===== src/rtl/spi_instr_pkg.sv =====
// Function
// - mask-and replaces receive-enable mask with mask AND operand; all-zero result raises exception.
// - bit-set writes one to bit index at 5-bit byte address.
// - bit-clear writes zero to bit index at 5-bit byte address.
// - single-bit operations leave other bits and their side effects untouched.
// - single-bit operations reach only byte addresses 0 to 31.
// - memory read returns byte at start address plus n on n-th transfer.
// - reading an even address latches the odd neighbour; next read returns the latch.
// - memory write stores n-th host byte at start address plus n.
// - memory and xor writes return the value held before the write.
// - low-region read and write behave as memory ones, starting below 0x40.
// - xor write stores host byte XOR current content at start plus n.
// - fifo read outputs oldest receive byte and removes it, each transfer.
// - fifo read with or without copy on empty fifo raises underflow.
// - fifo read with copy also writes each byte to consecutive memory addresses.
// - fifo read with copy shifts out the fifo byte count as second byte.
`default_nettype none
package spi_instr_pkg;
	// ----------------------------------------
	// instruction encoding
	// ----------------------------------------
	localparam logic [3:0] GRP_MEM_WRITE  = 4'h2;
	localparam logic [3:0] GRP_MEM_READ   = 4'h3;
	localparam logic [3:0] GRP_MEM_XOR    = 4'h4;
	localparam logic [3:0] GRP_RX_COPY    = 4'h5;
	localparam logic [3:0] GRP_MISC       = 4'h6;
	localparam logic [1:0] GRP_LOW_READ   = 2'h2;
	localparam logic [1:0] GRP_LOW_WRITE  = 2'h3;
	localparam logic [3:0] SUB_RX_READ    = 4'h0;
	localparam logic [3:0] SUB_MASK_AND   = 4'h1;
	localparam logic [3:0] SUB_BIT_SET    = 4'h2;
	localparam logic [3:0] SUB_BIT_CLEAR  = 4'h3;

	// ----------------------------------------
	// status byte, reset values, ranges
	// ----------------------------------------
	localparam int          STAT_MASK_LIVE  = 7;
	localparam int          STAT_FIFO_DATA  = 6;
	localparam logic [15:0] MASK_RESET      = 16'hffff;
	localparam logic [11:0] MEM_TOP_DEFAULT = 12'h3ff;
	localparam logic [11:0] LOW_REGION_END  = 12'h040;
	localparam logic [11:0] BIT_REGION_END  = 12'h020;

	// ----------------------------------------
	// types
	// ----------------------------------------
	typedef enum logic [2:0] {ST_CMD, ST_ADDR_LO, ST_MASK_HI, ST_MASK_LO, ST_BIT, ST_DATA, ST_IGNORE} state_e;
	typedef enum logic [3:0] {K_NONE, K_READ, K_WRITE, K_XOR, K_RX_READ, K_RX_COPY, K_MASK, K_BIT_SET, K_BIT_CLEAR} kind_e;

	typedef struct packed {
		logic        cs_b;
		logic        sclk;
		logic        mosi;
	} spi_pins_s;

	typedef struct packed {
		logic        we;
		logic [7:0]  wmask;
		logic [11:0] addr;
		logic [7:0]  wdata;
	} mem_req_s;

	typedef struct packed {
		logic        memory_address_error;
		logic        rx_underflow;
		logic        rx_enable_zero_exception;
	} exc_s;
endpackage
`default_nettype wire


===== src/rtl/spi_memory_fifo_instruction_unit.sv =====
`default_nettype none
module spi_memory_fifo_instruction_unit #(
	parameter logic [11:0] MEM_TOP = spi_instr_pkg::MEM_TOP_DEFAULT
) (
	input  wire logic                     clk,
	input  wire logic                     rst_b,
	input  wire spi_instr_pkg::spi_pins_s pins,
	output logic                          miso,
	output logic                          miso_oe,
	output spi_instr_pkg::mem_req_s       mem_req,
	input  wire logic [7:0]               mem_rdata,
	input  wire logic [7:0]               rx_count,
	input  wire logic [7:0]               rx_data,
	output logic                          rx_pop,
	output logic [15:0]                   rx_enable_mask,
	output spi_instr_pkg::exc_s           exc
);
	import spi_instr_pkg::*;

	// ----------------------------------------
	// link
	// ----------------------------------------
	logic       start;
	logic       done;
	logic [7:0] rx_byte;
	logic [7:0] tx_byte;
	logic       load;

	spi_byte_shifter shifter (
		.clk     (clk),
		.rst_b   (rst_b),
		.pins    (pins),
		.tx_byte (tx_byte),
		.load    (load),
		.start   (start),
		.done    (done),
		.rx_byte (rx_byte),
		.miso    (miso),
		.miso_oe (miso_oe)
	);

	// ----------------------------------------
	// instruction state
	// ----------------------------------------
	state_e      state,     next_state;
	kind_e       kind,      next_kind;
	logic [11:0] addr,      next_addr;
	logic [7:0]  mask_hi,   next_mask_hi;
	logic [15:0] mask,      next_mask;
	logic [7:0]  hold,      next_hold;
	logic [11:0] hold_addr, next_hold_addr;
	logic        hold_valid, next_hold_valid;
	logic        step,      next_step;
	exc_s        next_exc;
	logic [7:0]  status_byte;
	logic [15:0] and_result;
	logic [11:0] addr_inc;
	logic        in_range;
	logic        hold_hit;
	logic        mem_kind;
	logic        rx_kind;

	assign rx_enable_mask = mask;
	assign and_result     = mask & {mask_hi, rx_byte};
	assign addr_inc       = addr + 12'h001;
	assign in_range       = addr <= MEM_TOP;
	assign hold_hit       = hold_valid && (hold_addr == addr);
	assign mem_kind       = (kind == K_READ) || (kind == K_WRITE) || (kind == K_XOR);
	assign rx_kind        = (kind == K_RX_READ) || (kind == K_RX_COPY);

	// status byte shows mask and fifo state
	always_comb begin
		status_byte                 = 8'h00;
		status_byte[STAT_MASK_LIVE] = |mask;
		status_byte[STAT_FIFO_DATA] = rx_count != 8'h00;
	end

	// byte-done cycle writes and decodes, following step cycle reads and loads the next byte
	always_comb begin
		next_state      = state;
		next_kind       = kind;
		next_addr       = addr;
		next_mask_hi    = mask_hi;
		next_mask       = mask;
		next_hold       = hold;
		next_hold_addr  = hold_addr;
		next_hold_valid = hold_valid;
		next_step       = 1'b0;
		next_exc        = '0;
		mem_req         = '0;
		mem_req.addr    = addr;
		mem_req.wmask   = 8'hff;
		rx_pop          = 1'b0;
		load            = 1'b0;
		tx_byte         = status_byte;
		if (start) begin
			next_state      = ST_CMD;
			next_kind       = K_NONE;
			next_hold_valid = 1'b0;
			load            = 1'b1;
		end else if (done) begin
			next_step = 1'b1;
			unique case (state)
				ST_CMD: begin
					next_state = ST_ADDR_LO;
					next_addr  = {rx_byte[3:0], 8'h00};
					if (rx_byte[7:6] == GRP_LOW_READ || rx_byte[7:6] == GRP_LOW_WRITE) begin
						next_kind  = (rx_byte[7:6] == GRP_LOW_WRITE) ? K_WRITE : K_READ;
						next_addr  = {6'h00, rx_byte[5:0]};
						next_state = ST_DATA;
					end else begin
						case (rx_byte[7:4])
							GRP_MEM_READ:  next_kind = K_READ;
							GRP_MEM_WRITE: next_kind = K_WRITE;
							GRP_MEM_XOR:   next_kind = K_XOR;
							GRP_RX_COPY:   next_kind = K_RX_COPY;
							GRP_MISC: begin
								next_state = ST_IGNORE;
								case (rx_byte[3:0])
									SUB_RX_READ: begin
										next_kind  = K_RX_READ;
										next_state = ST_DATA;
									end
									SUB_MASK_AND: begin
										next_kind  = K_MASK;
										next_state = ST_MASK_HI;
									end
									SUB_BIT_SET: begin
										next_kind  = K_BIT_SET;
										next_state = ST_BIT;
									end
									SUB_BIT_CLEAR: begin
										next_kind  = K_BIT_CLEAR;
										next_state = ST_BIT;
									end
									default: next_state = ST_IGNORE;
								endcase
							end
							default: next_state = ST_IGNORE;
						endcase
					end
				end
				ST_ADDR_LO: begin
					next_addr[7:0] = rx_byte;
					next_state     = ST_DATA;
				end
				ST_MASK_HI: begin
					next_mask_hi = rx_byte;
					next_state   = ST_MASK_LO;
				end
				ST_MASK_LO: begin
					next_mask                         = and_result;
					next_exc.rx_enable_zero_exception = and_result == 16'h0000;
					next_state                        = ST_IGNORE;
				end
				ST_BIT: begin
					// masked write: other bits are neither written nor touched
					mem_req.addr  = {7'h00, rx_byte[7:3]};
					mem_req.wmask = 8'h01 << rx_byte[2:0];
					mem_req.wdata = (kind == K_BIT_SET) ? 8'hff : 8'h00;
					if (mem_req.addr <= MEM_TOP) begin
						mem_req.we = 1'b1;
					end else begin
						next_exc.memory_address_error = 1'b1;
					end
					next_state = ST_IGNORE;
				end
				ST_DATA: begin
					next_hold_valid = 1'b0;
					if (mem_kind) begin
						next_addr = addr_inc;
					end
					if (kind == K_WRITE || kind == K_XOR) begin
						if (in_range) begin
							mem_req.we    = 1'b1;
							mem_req.wdata = (kind == K_XOR) ? (rx_byte ^ mem_rdata) : rx_byte;
						end else begin
							next_exc.memory_address_error = 1'b1;
						end
					end
					if (kind == K_READ && !addr[0] && addr_inc <= MEM_TOP) begin
						mem_req.addr    = addr_inc;
						next_hold       = mem_rdata;
						next_hold_addr  = addr_inc;
						next_hold_valid = 1'b1;
					end
					// a fifo byte is removed, and copied, only after it has been shifted out in full
					if (rx_kind && hold_valid) begin
						rx_pop = 1'b1;
						if (kind == K_RX_COPY) begin
							next_addr = addr_inc;
							if (in_range) begin
								mem_req.we    = 1'b1;
								mem_req.wdata = hold;
							end else begin
								next_exc.memory_address_error = 1'b1;
							end
						end
					end else if (rx_kind) begin
						next_exc.rx_underflow = 1'b1;
					end
				end
				ST_IGNORE: begin
				end
			endcase
		end else if (step) begin
			load = 1'b1;
			if (state == ST_ADDR_LO && kind == K_RX_COPY) begin
				tx_byte = rx_count;
			end else if (state == ST_DATA && mem_kind) begin
				if (!in_range) begin
					tx_byte                       = 8'h00;
					next_exc.memory_address_error = 1'b1;
				end else begin
					tx_byte = hold_hit ? hold : mem_rdata;
				end
			end else if (state == ST_DATA && rx_kind) begin
				// present the head only; it leaves the fifo once shifted out, so a cut frame loses nothing
				tx_byte         = (rx_count != 8'h00) ? rx_data : 8'h00;
				next_hold       = rx_data;
				next_hold_valid = rx_count != 8'h00;
			end
		end
	end

	always_ff @(posedge clk or negedge rst_b) begin
		if (!rst_b) begin
			state      <= ST_CMD;
			kind       <= K_NONE;
			addr       <= 12'h000;
			mask_hi    <= 8'h00;
			mask       <= MASK_RESET;
			hold       <= 8'h00;
			hold_addr  <= 12'h000;
			hold_valid <= 1'b0;
			step       <= 1'b0;
			exc        <= '0;
		end else begin
			state      <= next_state;
			kind       <= next_kind;
			addr       <= next_addr;
			mask_hi    <= next_mask_hi;
			mask       <= next_mask;
			hold       <= next_hold;
			hold_addr  <= next_hold_addr;
			hold_valid <= next_hold_valid;
			step       <= next_step;
			exc        <= next_exc;
		end
	end
endmodule
`default_nettype wire


===== src/rtl/spi_byte_shifter.sv =====
`default_nettype none
module spi_byte_shifter (
	input  wire logic                   clk,
	input  wire logic                   rst_b,
	input  wire spi_instr_pkg::spi_pins_s pins,
	input  wire logic [7:0]             tx_byte,
	input  wire logic                   load,
	output logic                        start,
	output logic                        done,
	output logic [7:0]                  rx_byte,
	output logic                        miso,
	output logic                        miso_oe
);
	import spi_instr_pkg::*;

	// ----------------------------------------
	// pin synchronisers
	// ----------------------------------------
	logic [2:0] sync1;
	logic [2:0] sync2;
	logic       cs_prev;
	logic       sclk_prev;

	// two flops per pin, then one more for edge detection
	always_ff @(posedge clk or negedge rst_b) begin
		if (!rst_b) begin
			sync1     <= 3'h4;
			sync2     <= 3'h4;
			cs_prev   <= 1'b1;
			sclk_prev <= 1'b0;
		end else begin
			sync1     <= {pins.cs_b, pins.sclk, pins.mosi};
			sync2     <= sync1;
			cs_prev   <= sync2[2];
			sclk_prev <= sync2[1];
		end
	end

	// ----------------------------------------
	// byte shifting, mode 0
	// ----------------------------------------
	logic       sel;
	logic       rise;
	logic       fall;
	logic [2:0] bits,    next_bits;
	logic [6:0] rx_sh,   next_rx_sh;
	logic [7:0] tx_sh,   next_tx_sh;
	logic       fresh,   next_fresh;
	logic       next_miso;
	logic [7:0] next_rx_byte;
	logic       next_done;
	logic       next_start;

	assign sel     = !sync2[2];
	assign rise    = sel && sync2[1] && !sclk_prev;
	assign fall    = sel && !sync2[1] && sclk_prev;
	assign miso_oe = sel;

	// sample on rising sclk, shift out on falling sclk
	always_comb begin
		next_bits    = bits;
		next_rx_sh   = rx_sh;
		next_tx_sh   = tx_sh;
		next_fresh   = fresh;
		next_miso    = miso;
		next_rx_byte = rx_byte;
		next_done    = 1'b0;
		next_start   = cs_prev && sel;
		if (!sel) begin
			next_bits  = 3'h0;
			next_fresh = 1'b1;
		end else begin
			if (rise) begin
				next_bits  = bits + 3'h1;
				next_rx_sh = {rx_sh[5:0], sync2[0]};
				if (bits == 3'h7) begin
					next_rx_byte = {rx_sh, sync2[0]};
					next_done    = 1'b1;
				end
			end
			if (load && fresh) begin
				next_miso  = tx_byte[7]; // first bit goes out before the first sclk edge
				next_tx_sh = {tx_byte[6:0], 1'b0};
				next_fresh = 1'b0;
			end else if (load) begin
				next_tx_sh = tx_byte;
			end else if (fall) begin
				next_miso  = tx_sh[7];
				next_tx_sh = {tx_sh[6:0], 1'b0};
			end
		end
	end

	always_ff @(posedge clk or negedge rst_b) begin
		if (!rst_b) begin
			bits    <= 3'h0;
			rx_sh   <= 7'h00;
			tx_sh   <= 8'h00;
			fresh   <= 1'b1;
			miso    <= 1'b0;
			rx_byte <= 8'h00;
			done    <= 1'b0;
			start   <= 1'b0;
		end else begin
			bits    <= next_bits;
			rx_sh   <= next_rx_sh;
			tx_sh   <= next_tx_sh;
			fresh   <= next_fresh;
			miso    <= next_miso;
			rx_byte <= next_rx_byte;
			done    <= next_done;
			start   <= next_start;
		end
	end
endmodule
`default_nettype wire


===== config.mk =====
export PLATFORM = sky130hd
export DESIGN_NAME = spi_memory_fifo_instruction_unit
export DESIGN_NICKNAME = d
export VERILOG_FILES = /design/src/rtl/spi_instr_pkg.sv /design/src/rtl/spi_memory_fifo_instruction_unit.sv /design/src/rtl/spi_byte_shifter.sv
export SDC_FILE = /design/constraint.sdc
export NUM_CORES = 1
export LEC_CHECK = 0
export BUFFER_PORTS_ARGS = -buffer_cell sky130_fd_sc_hd__buf_4
export CAP_MARGIN = 25
export CORE_ASPECT_RATIO = 0.6
export CORE_UTILIZATION = 53
export DETAILED_ROUTE_END_ITERATION = 8
export GPL_TIMING_DRIVEN = 1
export PLACE_DENSITY_LB_ADDON = 0.05
export RECOVER_POWER = 50
export SLEW_MARGIN = 25
export SYNTH_ARGS = -nofsm -noshare
export SYNTH_HDL_FRONTEND = slang
export SYNTH_HIERARCHICAL = 1
export SYNTH_SLANG_ARGS = --single-unit

===== constraint.sdc =====
create_clock -name clk -period 2.35 [get_ports clk]
set_clock_uncertainty 0.15 [all_clocks]
set_input_delay 0.235 -clock clk [delete_from_list [all_inputs] [get_ports clk]]
set_output_delay 0.235 -clock clk [all_outputs]
set_load 0.01 [all_outputs]

==> metrics.yaml, run 1 <==
pwr:
  seqPwrFrac: 0.522
  sw_frac_of_total: 0.260
  p_int_mw: 2.82
  comb_power_share: 0.081
  leakage_nw: 3.51
  power_switching_uw: 995
  pwr-share-clk: 0.397
  ir_drop_mv: 0.394
  powerDensity_nw_per_um2: 474
grt:
  grt_use_total: 0.306
  antenna_found_initial: 0
  grt_pass1_vias: 5244
  grt_pass1_wl_mm: 28.8
  overflow: 0
  grt_max_degree: 107
setup_path:
  r2r_slack_ns: -0.41
  worstRegToRegCells: 10
  worstPathRequired_ns: 1.97
  critPathTopFamily: "buffers and inverters"
  crit_end: "mem_req[9]"
  crit_type: "reg -> out"
  cp_num_buf_inv: 4
  r2r_end: "shifter/tx_sh[7]$_DFFE_PN0P_"
  arrival_ns: 2.41
  startpoint_type: "flop"
  end_kind: "output pin"
  cp.depth: 10
  cp_slowest_stage_delay_ns: 0.46
  cp-startpoint: "addr[0]$_DFFE_PN0P_"
  crit_fanout: 5
  r2r_start: "addr[1]$_DFFE_PN0P_"
  crit_chain: "buf_6 > and3_4 > mux2i_4 > mux2i_4 > buf_6 > nor4_4 > buf_4 > o2bb2ai_1 > a21oi_2 > buf_4"
  slowest_stage: "dfrtp_2"
synth:
  synth_ff_type: "dfrtp_1"
  synth_area_leaders: "dfrtp_1, dfstp_2, mux2_2"
  yosysUniqueCellTypes: 72
  syn_area_um2: 6230
  synth_area_per_cell_um2: 9.69
  yosys_warnings: 6
  synth-async-reset-ratio: 1.00
  synth_edf_count: 0
  syn_inst: 643
  synth_top_area_cell: "dfrtp_1"
  synth_fp_nets: 675
  synth_top_area_frac: 0.345
  synth-seq-cells: 106
  ys_seq_area_frac: 0.430
timing:
  final-setup-viol-count: 26
  tightest_slew_ns: 1.45
  rsz0062_at_grt: "true"
  final-max-slew-violation-count: 0
  relSlewSlack: 0.0346
  fin_ws_ns: -0.445
  final_hold_viol_count: 0
  fmax_ghz: 0.358
  finalCritPeriodShare: 1.19
  period_needed_ns: 2.80
run_status:
  violations: "setup timing"
  status: "finished with violations"
layout:
  finalNonFillerCells: 937
  fin_area_um2: 8060
  fin_nets: 804
  diodes: 0
  drive_above_1_share: 0.382
  area_growth_syn_to_layout_pct: 29.4
place:
  place_congestion: 0.969
  place_hpwl_mm: 12.6
  post_dp_cell_area_um2: 7380
  port_buffers: 79
  dpl.cell_count: 904
floorplan:
  die_h_um: 86.0
  core-area_um2: 11400
  start_util: 0.548
  core.rowCount: 30
  die-width_um: 142
  die_area_um2: 12200
  io_pins: 80
route:
  ant_nets: 0
  routedWlPerCell_um: 19.3
  first_iter_violations: 583
  drc: 0
  dr.pass1.iters: 5
  vias_per_cell: 6.05
  vias: 5673
  wl_mm: 18.1
clock_tree:
  path_clk_slew_ns: 0.07
  cts_root_buf: "clkbuf_16"
  htreeDepth: 3
  cts.path.max_buffers: 2
  cts_buffers: 9
  cts_tree: "yes"
  worstSkewPairLatency_ns: 0.36
  cts_sinks: 106
hold_path:
  holdCritPathClass: "in -> reg"
job:
  maxCapViolations: 0
==> worst register-to-register path, cell delays in order (launching register included) <==
cell and delay (ns):
dfrtp_2 0.46, xnor2_1 0.32, nand4_1 0.21, nor4_4 0.31, buf_12 0.18, mux2i_1 0.19, nor2b_1 0.07, o31a_1 0.32
mux2_2 0.27, o22ai_1 0.10, a21oi_1 0.06
==> worst min-delay path by stage <==
stage	slack (ns)	to	cells past startpoint	from
after detailed placement	0.19	hold_addr[8]$_DFFE_PN0P_	2	rst_b
after CTS	0.02	hold[4]$_DFFE_PN0P_	3	rx_data[4]
final	0.04	hold[4]$_DFFE_PN0P_	3	rx_data[4]
after floorplan	-0.21	addr[0]$_DFFE_PN0P_	0	rst_b
after global routing	0.04	hold[6]$_DFFE_PN0P_	3	rx_data[6]
after global placement	0.19	hold_addr[6]$_DFFE_PN0P_	2	rst_b
==> flip-flops by register name, summed over array words and instances, names as in the netlist, 4 cells and up <==
| name | count |
|---|---|
| mask_hi | 8 |
| addr | 12 |
| rx_enable_mask | 16 |
| shifter/rx_sh | 7 |
| hold_addr | 12 |
| shifter/tx_sh | 8 |
| hold | 8 |
| kind | 4 |
| shifter/rx_byte | 8 |
==> cell usage after synthesis (4+ instances only) <==
library cell	number
o21ai_1	7
nor4_1	4
a31oi_1	9
a2bb2oi_1	8
o21ai_0	36
a22oi_1	18
o21a_1	17
xnor2_1	20
a21oi_1	46
nor3_1	10
dfstp_2	20
a211oi_1	4
buf_4	8
nor2b_1	11
mux2_4	8
mux2_2	31
dfrtp_1	86
xor2_1	10
and3_1	10
buf_2	14
nor2_1	51
nand4_1	6
mux2i_1	14
nand3_1	10
inv_1	11
a32oi_1	6
nand2b_1	15
clkbuf_1	26
o22ai_1	14
nand2_1	44
a21o_1	4
==> per-stage QoR <==
stage          TNS (ns)  hold WS [ns]  power (mW)   util  setup slack (ns)
5_1_grt           -9.31        0.0375        3.95  0.709            -0.527
3_5_place_dp      -6.66         0.186        2.32  0.649            -0.400
6_report          -6.78        0.0366        3.82  0.709            -0.445
3_3_place_gp      -5.62         0.188        2.30  0.649            -0.406
2_1_floorplan     -1.68        -0.211        2.16      -            -0.209
4_1_cts           -5.97        0.0210        3.84  0.703            -0.422
==> area by class of cell <==
cell class	count	area [um^2]
clock buffers	9	225
clock inverters	7	68.8
fillers	859	3310
inverters	12	45.0
multi-input cells	474	3510
flip-flops and latches	106	2680
well taps	160	200
repair buffers	169	1330
==> cell usage in the layout, fill, tap and decap left out, types with 11 or more instances in the layout <==
cell,n
dfstp_2,19
nor2b_1,11
mux2_2,22
a21oi_1,38
dfrtp_1,84
mux2_4,17
a22oi_1,12
buf_6,11
inv_1,11
o21ai_0,35
mux2i_1,12
nor2_1,50
buf_4,148
nand2b_1,15
o21a_1,17
nand2_1,44
xnor2_1,16
==> what timing repair did <==
action | in CTS | in global routing
gates resized for setup | 47 | 13
hold endpoints to repair | 89 | 0
pin swaps | 21 | 16
setup buffers | 11 | 3
setup endpoints to repair | 42 | 38
hold buffers | 4 | 0
==> metal layers <==
metal / vias up / part of all wire / global-route usage
met5: - / 0 / 0
met4: 0 / 0.019 / 0.0753
met3: 31 / 0.10 / 0.0771
met2: 300 / 0.41 / 0.426
met1: 2742 / 0.47 / 0.468
li1: 2600 / - / -
==> cell families (layout without fill, tap and decap cells) <==
| kind of cell | after synthesis | in the layout | synth area share |
|---|---|---|---|
| compound gates | 198 | 198 | 0.208 |
| buf+inv | 63 | 197 | 0.0494 |
| fa+ha+maj | 3 | 3 | 0.00602 |
| flops | 106 | 106 | 0.430 |
| xor+xnor | 30 | 30 | 0.0422 |
| simple gates | 189 | 189 | 0.165 |
| mux | 54 | 54 | 0.100 |
==> power groups by stage <==
| stage | logic, mW | clock network (mW) | registers [mW] |
|---|---|---|---|
| floorplan | 0.164 | 0 | 2.00 |
| global placement | 0.285 | 0 | 2.02 |
| detailed placement | 0.293 | 0 | 2.02 |
| CTS | 0.310 | 1.54 | 1.99 |
| global route | 0.340 | 1.61 | 2.00 |
| finish | 0.309 | 1.52 | 1.99 |
Power figures use the tool's default switching activity.
==> run 2, diff against run 1 <==
--- a/config.mk
+++ b/config.mk
@@ -8,11 +8,10 @@
 export BUFFER_PORTS_ARGS = -buffer_cell sky130_fd_sc_hd__buf_4
 export CAP_MARGIN = 25
 export CORE_ASPECT_RATIO = 0.6
-export CORE_UTILIZATION = 53
+export CORE_UTILIZATION = 35
 export DETAILED_ROUTE_END_ITERATION = 8
 export GPL_TIMING_DRIVEN = 1
 export PLACE_DENSITY_LB_ADDON = 0.05
-export RECOVER_POWER = 50
 export SLEW_MARGIN = 25
 export SYNTH_ARGS = -nofsm -noshare
 export SYNTH_HDL_FRONTEND = slang
==> metrics.yaml, run 2 (synthesis results as in run 1) <==
clock_tree:
  worstSkewPairLatency_ns: 0.35
  path_clk_slew_ns: 0.08
  htreeDepth: 3
  cts.path.max_buffers: 2
  cts_tree: "yes"
  cts_buffers: 9
  cts_root_buf: "clkbuf_16"
  cts_sinks: 106
layout:
  final_util: 0.515
  fin_nets: 851
  final_cell_mix: "buf_4, dfrtp_1, nor2_1"
  area_growth_syn_to_layout_pct: 42.6
  largest_register_ffs: 16
  diodes: 0
  fin_area_um2: 8890
  layout_commonest_cell: "buf_4"
  finalNonFillerCells: 1058
  drive_above_1_share: 0.470
floorplan:
  die_area_um2: 18400
  core.rowCount: 37
  start_util: 0.361
  die_h_um: 105
  die-width_um: 174
  core-area_um2: 17300
  io_pins: 80
grt:
  antenna_found_initial: 0
  grt_pass1_wl_mm: 33.1
  grt_pass1_vias: 5719
  grt_use_total: 0.234
  overflow: 0
  grt_max_degree: 40
route:
  wl_mm: 21.3
  vias: 5796
  routedWlPerCell_um: 20.1
  met1_length_mm: 11.2
  ant_nets: 0
  route.met2.wl_mm: 8.53
  top_layer: "met4"
  vias_per_cell: 5.48
  drc: 0
  wl_met3_mm: 1.37
  first_iter_violations: 526
  dr.pass1.iters: 5
place:
  place_hpwl_mm: 15.7
  dpl.cell_count: 1012
  post_dp_cell_area_um2: 7740
  port_buffers: 79
  place_congestion: 0.895
  place_worst_setup_slack_ns: -0.338
setup_path:
  crit_type: "reg -> out"
  slowest_stage: "or4_4"
  end_kind: "output pin"
  critPathTopFamily: "simple AND/OR/NAND/NOR gates"
  r2r_start: "addr[1]$_DFFE_PN0P_"
  arrival_ns: 2.44
  crit_fanout: 3
  worstPathRequired_ns: 1.97
  cp-startpoint: "addr[1]$_DFFE_PN0P_"
  cp_num_buf_inv: 2
  crit_chain: "buf_6 > and3_4 > mux2i_4 > mux2i_4 > or4_4 > nor2_4 > mux2i_2 > buf_4"
  cp_slowest_stage_delay_ns: 0.55
  crit_top_cell: "mux2i_4"
  startpoint_type: "flop"
timing:
  final-max-slew-violation-count: 0
  fin_ws_ns: -0.476
  tightest_slew_ns: 0.596
  relSlewSlack: 0.603
  hold_slack_ns: 0.0303
  fmax_ghz: 0.354
  fin_tns_setup_ns: -7.41
  period_needed_ns: 2.83
  final_hold_viol_count: 0
  rsz0062_at_grt: "true"
  finalCritPeriodShare: 1.20
  final-setup-viol-count: 29
run_status:
  status: "finished with violations"
  violations: "setup timing"
pwr:
  powerDensity_nw_per_um2: 439
  ir_drop_mv: 0.274
  leakage_nw: 3.81
  p_total_mw: 3.90
hold_path:
  holdCritPathClass: "in -> reg"
  holdCritStartpoint: "rx_data[2]"
job:
  maxCapViolations: 0
-- run 2: cell types whose count changed in the layout (fill, tap and decap cells not counted), sizes merged --
cell | previous run | this run
buf | 160 | 212
clkbuf | 14 | 9
-- run 2: repair_timing --
action | in CTS | in global routing
setup buffers | 22 | 7
hold buffers | 4 | 0
resized for setup | 87 | 51
pin swaps | 40 | 19
endpoints found under the setup margin | 47 | 49
endpoints found under the hold margin | 22 | 0
gates cloned | 0 | 1
-- run 2: where the power goes --
group | internal (mW) | total (mW) | switching [mW] | leakage, nW
Clock | 0.752 | 1.55 | 0.798 | 0.144
Combinational | 0.190 | 0.357 | 0.167 | 2.35
Sequential | 1.91 | 2.00 | 0.0837 | 1.32
Total | 2.86 | 3.90 | 1.05 | 3.81
-- run 2: final timing paths --
check | depth (start not counted) | to | slack (ns)
setup / recovery | 8 | mem_req[14] | -0.48
hold / removal | 3 | hold[2]$_DFFE_PN0P_ | 0.03
setup reg to reg | 12 | shifter/tx_sh[5]$_DFFE_PN0P_ | -0.41
hold reg to reg | 0 | shifter/sync2[2]$_DFF_PN1_ | 0.21
max in group asynchronous | 3 | shifter/fresh$_DFFE_PN1P_ | 1.14
min in group asynchronous | 2 | mask_hi[4]$_DFFE_PN0P_ | 0.24
-- run 2: per-layer routing --
layer / vias up / GRT usage
li1: 2692 / -
met4: 0 / 0.0439
met5: - / 0
met1: 2871 / 0.375
met3: 17 / 0.0519
met2: 216 / 0.313
-- run 2: cell type report --
| class | count | area [um^2] |
|---|---|---|
| clock buffer | 9 | 225 |
| fill | 1579 | 8380 |
| timing repair buffer | 216 | 1790 |
| multi-input combinational | 474 | 3780 |
| sequential | 106 | 2680 |
| clock inverter | 7 | 71.3 |
| tap | 234 | 293 |
| inverter | 12 | 45.0 |
-- run 2: worst min-delay path, cell delays in order --
cell and delay [ns]:
buf_4 0.10, mux2i_1 0.06, o21ai_1 0.10
